## src/design/wdlp_defines.vh

```
// constants for the watchdog and low-power wake controller
`ifndef WDLP_DEFINES_VH
`define WDLP_DEFINES_VH

// ----------------------------------------
// register offsets
// ----------------------------------------
`define WDLP_ADDR_WD_CTRL    4'h0
`define WDLP_ADDR_WD_KEY     4'h1
`define WDLP_ADDR_WD_COUNT   4'h2
`define WDLP_ADDR_LP_CTRL    4'h3
`define WDLP_ADDR_WAKE_SEL   4'h4
`define WDLP_ADDR_STATUS     4'h5
`define WDLP_ADDR_LP_ENTER   4'h6

// ----------------------------------------
// fields and values
// ----------------------------------------
`define WDLP_KEY_FIRST       8'h55
`define WDLP_KEY_SECOND      8'hAA
`define WDLP_WDC_ENABLE      0
`define WDLP_WDC_RESET_SEL   1
`define WDLP_WDC_RST         2'h0
`define WDLP_LPC_RST         8'h00
`define WDLP_WAKE_SEL_RST    32'h00000000
`define WDLP_MODE_IDLE       2'h0
`define WDLP_MODE_STANDBY    2'h1
`define WDLP_PULSE_CYCLES    10'h200
`define WDLP_COUNT_MAX       8'hFF

`endif

```

## src/design/wdlp_sync.v

```verilog
// three-stage synchroniser with agreement of the last two stages
`timescale 1ns/100ps
module wdlp_sync #(
  parameter W = 1,
  parameter [W-1:0] RST = {W{1'b1}}
) (
  input  wire         i_clock,
  input  wire         i_resetn,
  input  wire [W-1:0] i_async,
  output reg  [W-1:0] o_sync
);
  reg [W-1:0] s1_r;
  reg [W-1:0] s2_r;
  reg [W-1:0] s3_r;
  genvar g;

  always @(posedge i_clock or negedge i_resetn) begin
    if (!i_resetn) begin
      s1_r <= RST;
      s2_r <= RST;
      s3_r <= RST;
    end else begin
      s1_r <= i_async;
      s2_r <= s1_r;
      s3_r <= s2_r;
    end
  end

  // a bit changes only once stages two and three agree
  generate
    for (g = 0; g < W; g = g + 1) begin : g_agree
      always @(posedge i_clock or negedge i_resetn) begin
        if (!i_resetn) begin
          o_sync[g] <= RST[g];
        end else if (s2_r[g] == s3_r[g]) begin
          o_sync[g] <= s3_r[g];
        end
      end
    end
  endgenerate
endmodule // wdlp_sync

```

## src/design/wdlp_top.v

```verilog
// watchdog counter, key sequence and low-power mode / wake control
//
// Local design decisions: the address-and-strobe port and the placing of the registers.
`timescale 1ns/100ps
`include "wdlp_defines.vh"

// Function
// - counter at maximum emits a pulse 512 oscillator clocks long
// - key write 0x55 then 0xAA clears the counter; software services or disables
// - expiry gives device reset or wake interrupt, chosen by configuration
// - counter holds while only the limp-mode clock is present
// - watchdog reset output is active low for 512 cycles
// - in STANDBY only the watchdog runs; its interrupt may wake the device
// - in IDLE the wake interrupt goes to the interrupt expander
// - in HALT the watchdog wakes the device only through reset
// - mode field 00 IDLE, 01 STANDBY, 1X HALT
// - clock gating per mode: IDLE all on, STANDBY osc and PLL only, HALT none
// - IDLE exits on external reset, watchdog interrupt or enabled interrupt
// - STANDBY exits on external reset, watchdog, selected port A pin, debugger
// - HALT exits on external reset, selected port A pin, debugger, watchdog
// - wake sources are active low and must be held long enough
// - HALT entry requires the watchdog clock active
// - any of 32 port A lines selectable as wake source by one mask
// - wake pins qualified over a programmable number of oscillator clocks
// - with mode IDLE the low-power block takes no action of its own; the code still freezes o_pin_out while in IDLE
// - output pins keep their state across low-power entry and exit
module wdlp_top (
  input  wire        i_clock,
  input  wire        i_resetn,
  input  wire [3:0]  i_addr,
  input  wire [31:0] i_wdata,
  input  wire        i_wr,
  input  wire        i_rd,
  input  wire        i_clock_fail,
  input  wire        i_wd_clock_active,
  input  wire        i_ext_reset_n,
  input  wire        i_debug_wake_n,
  input  wire        i_cpu_irq_n,
  input  wire [31:0] i_gpio_a,
  input  wire [31:0] i_pin_out,
  output reg  [31:0] o_rdata,
  output reg         o_wd_reset_n,
  output wire        o_wd_wake_irq_n,
  output wire        o_expander_irq_n,
  output reg         o_osc_clock_en,
  output reg         o_cpu_clock_in_en,
  output reg         o_system_clock_out_en,
  output reg         o_pll_en,
  output reg  [31:0] o_pin_out
);

  // ----------------------------------------
  // states
  // ----------------------------------------
  localparam [3:0] ST_RUN     = 4'h1;
  localparam [3:0] ST_IDLE    = 4'h2;
  localparam [3:0] ST_STANDBY = 4'h4;
  localparam [3:0] ST_HALT    = 4'h8;

  reg  [1:0]  wd_ctrl_r;
  reg         key_armed_r;
  reg  [7:0]  wd_count_r;
  reg  [9:0]  pulse_cnt_r;
  reg         pulse_r;
  reg  [7:0]  lp_ctrl_r;
  reg  [31:0] wake_sel_r;
  reg  [3:0]  state_r;
  reg  [3:0]  state_nxt;
  reg  [7:0]  qual_cnt_r;
  reg         was_wd_reset_r;
  reg         halt_refused_r;
  wire        clock_fail_s;
  wire        wd_clk_s;
  wire        ext_rst_n_s;
  wire        dbg_n_s;
  wire        cpu_irq_n_s;
  wire [31:0] gpio_s;
  wire        key_write;
  wire        key_clear;
  wire        expire;
  wire        pin_wake_raw;
  wire        pin_wake;
  wire        wd_irq;
  wire        wd_rst_sel;
  wire [31:0] pin_low;
  genvar      g;

  function is_addr;
    input [3:0] a;
    input [3:0] b;
    begin
      is_addr = (a == b);
    end
  endfunction

  // cpu and system clocks run only in RUN and IDLE
  function clocks_on;
    input [3:0] s;
    begin
      clocks_on = (s == ST_RUN) || (s == ST_IDLE);
    end
  endfunction

  // ----------------------------------------
  // input synchronisers
  // ----------------------------------------
  wdlp_sync #(.W(37), .RST({32'hFFFFFFFF, 5'h1E})) u_sync (
    .i_clock  (i_clock),
    .i_resetn (i_resetn),
    .i_async  ({i_gpio_a, i_ext_reset_n, i_debug_wake_n, i_cpu_irq_n,
                i_wd_clock_active, i_clock_fail}),
    .o_sync   ({gpio_s, ext_rst_n_s, dbg_n_s, cpu_irq_n_s, wd_clk_s, clock_fail_s})
  );

  // ----------------------------------------
  // watchdog
  // ----------------------------------------
  assign key_write  = i_wr && is_addr(i_addr, `WDLP_ADDR_WD_KEY);
  assign key_clear  = key_write && key_armed_r &&
                      (i_wdata[7:0] == `WDLP_KEY_SECOND);
  assign expire     = wd_ctrl_r[`WDLP_WDC_ENABLE] && !clock_fail_s &&
                      (wd_count_r == `WDLP_COUNT_MAX) && !pulse_r;
  assign wd_rst_sel = wd_ctrl_r[`WDLP_WDC_RESET_SEL];

  always @(posedge i_clock or negedge i_resetn) begin
    if (!i_resetn) begin
      key_armed_r <= 1'b0;
    end else if (key_write) begin
      // any other value breaks the pair
      key_armed_r <= (i_wdata[7:0] == `WDLP_KEY_FIRST);
    end
  end

  always @(posedge i_clock or negedge i_resetn) begin
    if (!i_resetn) begin
      wd_count_r <= 8'h00;
    end else if (key_clear || !wd_ctrl_r[`WDLP_WDC_ENABLE]) begin
      wd_count_r <= 8'h00;
    end else if (clock_fail_s) begin
      wd_count_r <= wd_count_r;
    end else if (expire) begin
      wd_count_r <= 8'h00;
    end else if (!pulse_r) begin
      wd_count_r <= wd_count_r + 8'h01;
    end
  end

  // pulse length is fixed and not shortened by a service write
  always @(posedge i_clock or negedge i_resetn) begin
    if (!i_resetn) begin
      pulse_r     <= 1'b0;
      pulse_cnt_r <= 10'h000;
    end else if (expire) begin
      pulse_r     <= 1'b1;
      pulse_cnt_r <= `WDLP_PULSE_CYCLES - 10'h001;
    end else if (pulse_r) begin
      if (pulse_cnt_r == 10'h000) begin
        pulse_r <= 1'b0;
      end else begin
        pulse_cnt_r <= pulse_cnt_r - 10'h001;
      end
    end
  end

  always @(posedge i_clock or negedge i_resetn) begin
    if (!i_resetn) begin
      o_wd_reset_n <= 1'b1;
    end else begin
      o_wd_reset_n <= !(expire || (pulse_r && pulse_cnt_r != 10'h000)) || !wd_rst_sel;
    end
  end

  // in HALT the interrupt path is dead; reset is the only way out
  assign wd_irq          = pulse_r && !wd_rst_sel && (state_r != ST_HALT);
  assign o_wd_wake_irq_n = !wd_irq;
  assign o_expander_irq_n = !(wd_irq && clocks_on(state_r));

  // ----------------------------------------
  // low-power mode control
  // ----------------------------------------
  // ----------------------------------------
  // wake qualification
  // ----------------------------------------
  // qualification filters glitches on wake pins; a short low pulse is ignored
  generate
    for (g = 0; g < 32; g = g + 1) begin : g_pin
      assign pin_low[g] = !gpio_s[g] && wake_sel_r[g];
    end
  endgenerate
  assign pin_wake_raw = |pin_low;
  assign pin_wake     = pin_wake_raw && (qual_cnt_r >= lp_ctrl_r[7:2]);

  always @(posedge i_clock or negedge i_resetn) begin
    if (!i_resetn) begin
      qual_cnt_r <= 8'h00;
    end else if (!pin_wake_raw || clocks_on(state_r)) begin
      qual_cnt_r <= 8'h00;
    end else if (qual_cnt_r != 8'hFF) begin
      qual_cnt_r <= qual_cnt_r + 8'h01;
    end
  end

  // ----------------------------------------
  // mode state machine
  // ----------------------------------------
  always @* begin
    state_nxt = state_r;
    case (state_r)
      ST_RUN: begin
        if (i_wr && is_addr(i_addr, `WDLP_ADDR_LP_ENTER)) begin
          if (lp_ctrl_r[1]) begin
            if (wd_clk_s) begin
              state_nxt = ST_HALT;
            end
          end else if (lp_ctrl_r[0]) begin
            state_nxt = ST_STANDBY;
          end else begin
            state_nxt = ST_IDLE;
          end
        end
      end
      ST_IDLE: begin
        if (!ext_rst_n_s || wd_irq || !cpu_irq_n_s) begin
          state_nxt = ST_RUN;
        end
      end
      ST_STANDBY: begin
        if (!ext_rst_n_s || wd_irq || pin_wake || !dbg_n_s) begin
          state_nxt = ST_RUN;
        end
      end
      ST_HALT: begin
        if (!ext_rst_n_s || pin_wake || !dbg_n_s || !o_wd_reset_n) begin
          state_nxt = ST_RUN;
        end
      end
      default: begin
        state_nxt = ST_RUN;
      end
    endcase
  end

  always @(posedge i_clock or negedge i_resetn) begin
    if (!i_resetn) begin
      state_r <= ST_RUN;
    end else begin
      state_r <= state_nxt;
    end
  end

  // ----------------------------------------
  // clock gating
  // ----------------------------------------
  always @(posedge i_clock or negedge i_resetn) begin
    if (!i_resetn) begin
      o_osc_clock_en        <= 1'b1;
      o_cpu_clock_in_en     <= 1'b1;
      o_system_clock_out_en <= 1'b1;
      o_pll_en              <= 1'b1;
    end else begin
      o_osc_clock_en        <= (state_nxt != ST_HALT);
      o_pll_en              <= (state_nxt != ST_HALT);
      o_cpu_clock_in_en     <= clocks_on(state_nxt);
      o_system_clock_out_en <= clocks_on(state_nxt);
    end
  end

  // ----------------------------------------
  // output pins
  // ----------------------------------------
  // pins follow software only while running; frozen in any low-power mode
  always @(posedge i_clock or negedge i_resetn) begin
    if (!i_resetn) begin
      o_pin_out <= 32'h00000000;
    end else if (state_r == ST_RUN && state_nxt == ST_RUN) begin
      o_pin_out <= i_pin_out;
    end
  end

  // ----------------------------------------
  // registers
  // ----------------------------------------
  always @(posedge i_clock or negedge i_resetn) begin
    if (!i_resetn) begin
      wd_ctrl_r  <= `WDLP_WDC_RST;
      lp_ctrl_r  <= `WDLP_LPC_RST;
      wake_sel_r <= `WDLP_WAKE_SEL_RST;
    end else if (i_wr) begin
      if (is_addr(i_addr, `WDLP_ADDR_WD_CTRL)) begin
        wd_ctrl_r <= i_wdata[1:0];
      end
      if (is_addr(i_addr, `WDLP_ADDR_LP_CTRL)) begin
        lp_ctrl_r <= i_wdata[7:0];
      end
      if (is_addr(i_addr, `WDLP_ADDR_WAKE_SEL)) begin
        wake_sel_r <= i_wdata;
      end
    end
  end

  // ----------------------------------------
  // status flags
  // ----------------------------------------
  // sticky watchdog reset flag; set wins over a clear write
  always @(posedge i_clock or negedge i_resetn) begin
    if (!i_resetn) begin
      was_wd_reset_r <= 1'b0;
    end else if (expire && wd_rst_sel) begin
      was_wd_reset_r <= 1'b1;
    end else if (i_wr && is_addr(i_addr, `WDLP_ADDR_STATUS) && i_wdata[0]) begin
      was_wd_reset_r <= 1'b0;
    end
  end

  // a refused halt entry leaves no trace in the clocks, so software sees it here
  always @(posedge i_clock or negedge i_resetn) begin
    if (!i_resetn) begin
      halt_refused_r <= 1'b0;
    end else if (i_wr && is_addr(i_addr, `WDLP_ADDR_LP_ENTER) && state_r == ST_RUN &&
                 lp_ctrl_r[1] && !wd_clk_s) begin
      halt_refused_r <= 1'b1;
    end else if (i_wr && is_addr(i_addr, `WDLP_ADDR_STATUS) && i_wdata[3]) begin
      halt_refused_r <= 1'b0;
    end
  end

  // ----------------------------------------
  // read path
  // ----------------------------------------

  always @(posedge i_clock or negedge i_resetn) begin
    if (!i_resetn) begin
      o_rdata <= 32'h00000000;
    end else if (i_rd) begin
      case (i_addr)
        `WDLP_ADDR_WD_CTRL:  o_rdata <= {30'h00000000, wd_ctrl_r};
        `WDLP_ADDR_WD_COUNT: o_rdata <= {24'h000000, wd_count_r};
        `WDLP_ADDR_LP_CTRL:  o_rdata <= {24'h000000, lp_ctrl_r};
        `WDLP_ADDR_WAKE_SEL: o_rdata <= wake_sel_r;
        `WDLP_ADDR_STATUS:   o_rdata <= {24'h000000, state_r, halt_refused_r, key_armed_r,
                                         pulse_r, was_wd_reset_r};
        default:             o_rdata <= 32'h00000000;
      endcase
    end else begin
      o_rdata <= 32'h00000000;
    end
  end

endmodule // wdlp_top

```

## config.mk

```make
export PLATFORM = sky130hd
export DESIGN_NAME = wdlp_top
export DESIGN_NICKNAME = d
export VERILOG_FILES = /design/src/design/wdlp_sync.v /design/src/design/wdlp_top.v
export VERILOG_INCLUDE_DIRS = /design/src /design/src/design
export SDC_FILE = /design/constraint.sdc
export NUM_CORES = 1
export LEC_CHECK = 0
export ABC_AREA = 1
export BUFFER_PORTS_ARGS = -buffer_cell sky130_fd_sc_hd__buf_4
export CELL_PAD_IN_SITES_DETAIL_PLACEMENT = 1
export CELL_PAD_IN_SITES_GLOBAL_PLACEMENT = 1
export CORE_UTILIZATION = 40
export DETAILED_ROUTE_END_ITERATION = 8
export PLACE_DENSITY = 0.69
export REMOVE_ABC_BUFFERS = 1
export SYNTH_ARGS = -nofsm -noshare
export SYNTH_HDL_FRONTEND = slang
export SYNTH_SLANG_ARGS = --single-unit
```

## constraint.sdc

```tcl
create_clock -name i_clock -period 3.3 [get_ports i_clock]
set_input_delay 0.495 -clock i_clock [delete_from_list [all_inputs] [get_ports i_clock]]
set_output_delay 0.495 -clock i_clock [all_outputs]
set_load 0.05 [all_outputs]
```

==> Word-level counts from Yosys, hierarchy flattened <==
Cells that the tools add are included.
{ "totals": {"inputBits": 109, "out_inout_bits": 71, "register_bits": 291} }
{ "classes": {"addsub": 3, "order_cmp": 1, "eq_ne": 58, "reduce_logical": 123, "mux": 26} }
{ "op_table": {"columns": ["cell", "n"], "rows": [
  ["$pmux W32 S5", 1],
  ["$logic_and A1 B1 Y1", 52],
  ["$mux W8", 6],
  ["$logic_not A1 Y1", 45],
  ["$eq A1 B1 Y1", 37],
  ["$mux W32", 1],
  ["$reduce_or A32 Y1", 1],
  ["$mux W10", 3],
  ["$mux W4", 6],
  ["$add A8 B1 Y8 const B", 2],
  ["$eq A4 B2 Y1 const B", 4],
  ["$eq A4 B3 Y1 const B", 4],
  ["$eq A8 B8 Y1 const B", 2],
  ["$pmux W4 S4", 1],
  ["$logic_or A1 B1 Y1", 13],
  ["$eq A4 B1 Y1 const B", 3],
  ["$logic_not A10 Y1", 1],
  ["$reduce_and A2 Y1", 5],
  ["$reduce_bool A10 Y1", 1],
  ["$sub A10 B1 Y10 const B", 1],
  ["$eq A8 B7 Y1 const B", 1],
  ["$ge A8 B6 Y1", 1],
  ["$ne A4 B4 Y1 const B", 2],
  ["$ne A8 B8 Y1 const B", 1],
  ["other kinds (7)", 17]
]} }

==> Depth between registers and ports, before layout <==
{ "depth": {"word_depth": 11, "ltp_mapped": 12} }

==> Modules after synthesis <==
A second synthesis with hierarchy kept.
{ "unflattened": {"hier_cells": 991, "area_unflattened_um2": 11015.6} }
{ "modules_own_cells": {"columns": ["module", "n_inst", "cells_per_inst", "seq_area_each_um2", "area_per_inst_um2"], "rows": [
  ["wdlp_top", 1, 695, 3583.4, 6530.0],
  ["wdlp_sync", 1, 296, 3883.7, 4485.6]
]} }

==> Least setup slack after synthesis <==
No wires, ideal clock.
{ "synth_path": {"kind": "register to output", "from": "reg state_r[0]", "to": "out o_expander_irq_n", "path_buffers": 0, "slack_ns": 1.606, "required_ns": 2.805, "stages_incl_launch_ff": 6, "arrival_ns": 1.199, "path_cell_list": "dfstp_2 inv_1 nand2_1 nor3_2 nor3_1 nand2_1"} }
{ "synth_via": {"elab_chain_cells": 4, "word_cells_on_any_way": 7, "cone_classes": "eq/ne (3); reduce/logical (4)"} }
{ "synth_rtl": {"columns": ["item", "line_no", "source"], "rows": [
  ["from (decl)", "wdlp_top.v:67", "reg [3:0] state_r;"],
  ["from (signal assigned)", "wdlp_top.v:247", "state_r <= state_nxt;"],
  ["$ne A4 B4 Y1 (tied with other cells)", "wdlp_top.v:174", "assign wd_irq = pulse_r && !wd_rst_sel && (state_r != ST_HALT);"],
  ["$logic_and A1 B1 Y1 / $logic_or A1 B1 Y1 (equally long branches)", "wdlp_top.v:174, wdlp_top.v:100", null],
  ["$logic_and A1 B1 Y1 (*)", "wdlp_top.v:176", "assign o_expander_irq_n = !(wd_irq && clocks_on(state_r));"],
  ["$logic_not A1 Y1 (*)", "wdlp_top.v:176", null],
  ["to (decl)", "wdlp_top.v:44", "output wire o_expander_irq_n,"]
]} }
Every way passes the cells marked *; elsewhere a longest branch is shown, timed or not.

==> Final worst setup path <==
{ "layout_path": {"from": "reg state_r[1]", "to": "out o_wd_wake_irq_n"} }
{ "layout_via": {"elab_chain_cells": 3} }
{ "layout_rtl": {"columns": ["item", "line_no", "source"], "rows": [
  ["$ne A4 B4 Y1", "wdlp_top.v:174", null],
  ["$logic_and A1 B1 Y1", "wdlp_top.v:174", null],
  ["$logic_not A1 Y1", "wdlp_top.v:175", "assign o_wd_wake_irq_n = !wd_irq;"],
  ["to (decl)", "wdlp_top.v:43", "output wire o_wd_wake_irq_n,"]
]} }
No other way between the ends.

==> Implementation_results.wiki <==
{| class="wikitable"
! Metric !! Value
|-
| Share of post-route cells with drive strength above 1 || 0.4182
|-
| Kind of end point of the critical path || primary output
|-
| Final Worst Setup Slack || 0.8873 ns
|-
| Number of buffers added to fix hold violations after cts || 1
|-
| Diodes inserted || 0
|-
| Clock tree root buffer cell || clkbuf_16
|-
| Minimum setup slack after placement || 1.102 ns
|-
| Register area share after synthesis || 0.6825
|-
| Worst skew pair latency || 0.52 ns
|-
| Effective utilization at floorplan || 0.4071
|-
| Worst Path Required || 2.80 ns
|-
| Number of cells produced by synthesis || 873
|-
| Power density normalized to cell area || 771.1 mW/mm^2
|-
| Flip-flop and latch count after synthesis || 291
|-
| Post-synth EDFFs || 0
|-
| Final sum of negative setup slack || 0 ns
|-
| Hold Path Origin || i_gpio_a[31]
|-
| Launching instance or port of the critical path || state_r[1]
|-
| Final routed wire length divided by cell count || 16.84 microns
|-
| Die H || 167.4 microns
|-
| Period utilisation layout || 0.7311
|-
| Mean number of vias per cell || 4.779
|-
| Summed instance area of the synthesized netlist || 0.01094 sq mm
|-
| Number of global-route vias before repair || 7625
|-
| Worst-path maximum fanout || 5
|-
| Leakage Power || 6.505 nW
|-
| Die area || 0.02802 sq mm
|-
| Post-layout nets || 1199
|-
| Proportion of register bits with asynchronous set or reset after synthesis || 1.000
|-
| Number of antenna-violating nets in the routed design || 0
|-
| Final setup violation count || 0
|-
| Number of buffers added on ports || 179
|-
| Outcome || completed
|-
| CTS tree || yes
|-
| Maximum number of pins on one net before global-route repair || 84
|-
| Fillers || 2798
|-
| Fin Clk Skew || 0.01805 ns
|-
| Worst vdd ir || 740.1 uV
|-
| Width of the die || 167.4 microns
|-
| Total via count after detailed routing || 6920
|-
| Worst rel slew slack || 0.4825
|-
| Worst hold path depth || 1
|-
| Worst Hold Class || input pin to flip-flop
|-
| Hold violation count in the final report || 0
|-
| Type of the worst setup path || flip-flop to primary output
|-
| Startpoint type of the worst setup path || flip-flop
|-
| Weighted congestion at the end of routability-driven global placement || 0.7589
|-
| Cts bufs inserted || 34
|-
| Maximum number of buffers from clock root to sink || 3
|-
| First-pass iteration count of the detailed router || 4
|-
| Reg2Reg Launch Point || state_r[2]
|-
| Num Clock Sinks || 291
|-
| Slew at the pin closest to its max-slew limit || 0.7735 ns
|-
| CP Data Arrival Time || 1.92 ns
|-
| FMAX || 0.4145 GHz
|-
| Distinct cell type count after synthesis || 46
|-
| Post-CTS Setup Repair Bufs || 0
|-
| Placement Rows || 60
|-
| Initial antenna violation count || 0
|-
| Max-capacitance violation count || 0
|-
| Detailed-route wire length || 24390 microns
|-
| Number of warning messages in the yosys log || 0
|-
| Area delta synth->final || 25.93%
|-
| PostCTS Resize Cnt || 0
|-
| Post-synthesis area per instance || 12.53 sq um
|-
| Final Slew Violations || 0
|-
| Clk pin slew, worst setup/hold paths || 0.06 ns
|-
| Total routing usage reported by global routing || 0.1820
|-
| Placed wire-length estimate after detailed placement || 17040 microns
|-
| Floorplan Core Area || 0.02688 sq mm
|-
| Global-route congestion overflow total || 0
|-
| Number of violations reported at the end of detailed-routing iteration 0 || 373
|-
| Ys flop type || dfstp_2
|-
| DRC violation count after routing || 0
|-
| CTS HTree Levels || 2
|-
| Worst Reg-to-Reg Cells || 5
|-
| Unrepaired setup endpoints after global routing || no
|-
| I/O Pins || 180
|-
| Minimum clock period || 2.413 ns
|-
| Global-route wire length before repair || 40240 microns
|}
-- synthesized netlist by cell type (2+ instances only) --
| cell type | n | area (sq um) |
|---|---|---|
| a211oi_1 | 5 | 37.54 |
| a21oi_1 | 6 | 30.03 |
| a221oi_1 | 7 | 61.31 |
| buf_1 | 2 | 7.510 |
| buf_12 | 3 | 60.06 |
| buf_2 | 2 | 10.01 |
| buf_4 | 2 | 15.01 |
| buf_6 | 3 | 33.78 |
| clkbuf_1 | 3 | 11.26 |
| clkinv_1 | 2 | 7.510 |
| dfrtp_1 | 143 | 3578 |
| dfstp_2 | 148 | 3889 |
| ha_1 | 9 | 112.6 |
| inv_1 | 87 | 326.6 |
| inv_2 | 5 | 18.77 |
| maj3_1 | 37 | 370.4 |
| mux2_2 | 27 | 304.0 |
| mux2_4 | 28 | 420.4 |
| nand2_1 | 144 | 540.5 |
| nand2_2 | 5 | 31.28 |
| nand3_1 | 34 | 170.2 |
| nand3_2 | 2 | 20.02 |
| nand4_1 | 8 | 50.05 |
| nor2_1 | 75 | 281.5 |
| nor2_2 | 3 | 18.77 |
| nor2_4 | 2 | 22.52 |
| nor3_1 | 7 | 35.03 |
| nor3_2 | 3 | 30.03 |
| nor4_1 | 5 | 31.28 |
| o211ai_1 | 2 | 15.01 |
| o21ai_0 | 35 | 175.2 |
| o21ai_1 | 2 | 10.01 |
| o22ai_1 | 7 | 43.79 |
| o31ai_1 | 2 | 15.01 |
| xor2_1 | 7 | 61.31 |
-- area by class of cell --
cell class	instances	area [sq um]	area share
clock buffer	55	1020	0.07402
inverter	95	357.8	0.02597
tap	341	426.7	0.03097
sequential	291	7467	0.5420
clock inverter	7	88.84	0.006448
timing repair buffer	187	1439	0.1044
multi-input combinational	472	2978	0.2161
-- registers in the layout, summed over array words and instances, names as in the netlist, 2 cells and up --
name,cells
u_sync.o_sync,37
qual_cnt_r,8
lp_ctrl_r,8
o_rdata,32
state_r,4
u_sync.s3_r,37
o_pin_out,32
u_sync.s2_r,37
pulse_cnt_r,10
u_sync.s1_r,37
wd_ctrl_r,2
wd_count_r,8
wake_sel_r,32
-- stage by stage --
| step | hold slack, ns | instances | total power, mW | utilization | instance area [sq um] |
|---|---|---|---|---|---|
| CTS | 0.04959 | 1448 | 10.78 | 0.5126 | 13780 |
| global placement | 0.3364 | 1385 | 7.009 | 0.4710 | 12660 |
| global route | 0.05541 | 1448 | 11.11 | 0.5126 | 13780 |
| floorplan | 0.1994 | 858 | 6.208 | - | 10800 |
| detailed placement | 0.3371 | 1385 | 7.080 | 0.4710 | 12660 |
| finish | 0.07655 | 1448 | 10.62 | 0.5126 | 13780 |
-- layer usage --
metal  global-route usage  wire length [microns]
met1               0.2422                  10930
met2               0.2957                  11700
met3              0.03380                   1026
met4              0.07060                    724
met5                    0                      0
-- where the power goes --
part,switching (mW),leakage [nW],internal [mW],total (mW)
logic,1.53,2.57,1.02,2.54
clock network,1.47,0.541,2.14,3.62
registers,0.325,3.40,4.14,4.46
total,3.33,6.51,7.30,10.6
-- placed cells by master (no fill, tap or decap), types with 3 or more instances in the layout --
master,instances
nor4_1,5
mux2_4,28
clkinv_2,4
nand2_2,5
clkbuf_1,12
ha_1,9
o22ai_1,7
a221oi_1,7
dfrtp_1,143
nor2_1,75
nor2_2,3
nor3_1,7
inv_2,5
mux2_2,27
clkbuf_16,34
clkbuf_8,9
inv_1,87
buf_4,183
nand3_1,34
a21oi_1,6
a211oi_1,5
nor3_2,3
maj3_1,37
o21ai_0,35
nand4_1,8
xor2_1,7
nand2_1,144
dfstp_2,148
-- logic make-up after synthesis --
kind of cell             synth area share
adder cells (fa/ha/maj)           0.04415
AO/OA/AOI/OAI                     0.03900
AND/OR/NAND/NOR                    0.1172
XOR/XNOR                         0.005604
buffers and inverters             0.04529
multiplexers                      0.06622
flip-flops                         0.6825
-- final timing paths --
kind,end,slack [ns]
hold / removal,u_sync.s1_r[36],0.08
max in group asynchronous,u_sync.o_sync[4],1.79
setup / recovery,o_wd_wake_irq_n,0.89
hold reg to reg,u_sync.s3_r[6],0.35
setup reg to reg,o_pin_out[15],1.31
min in group asynchronous,wake_sel_r[28],0.56
-- critical path: stages (launching register included) --
cell and delay [ns]:
dfrtp_1 0.41, inv_1 0.13, nand2_1 0.11, nor3_2 0.31, nor2_1 0.08, nand2_1 0.14
buf_4 0.22
(Power assumes the default switching activity.)
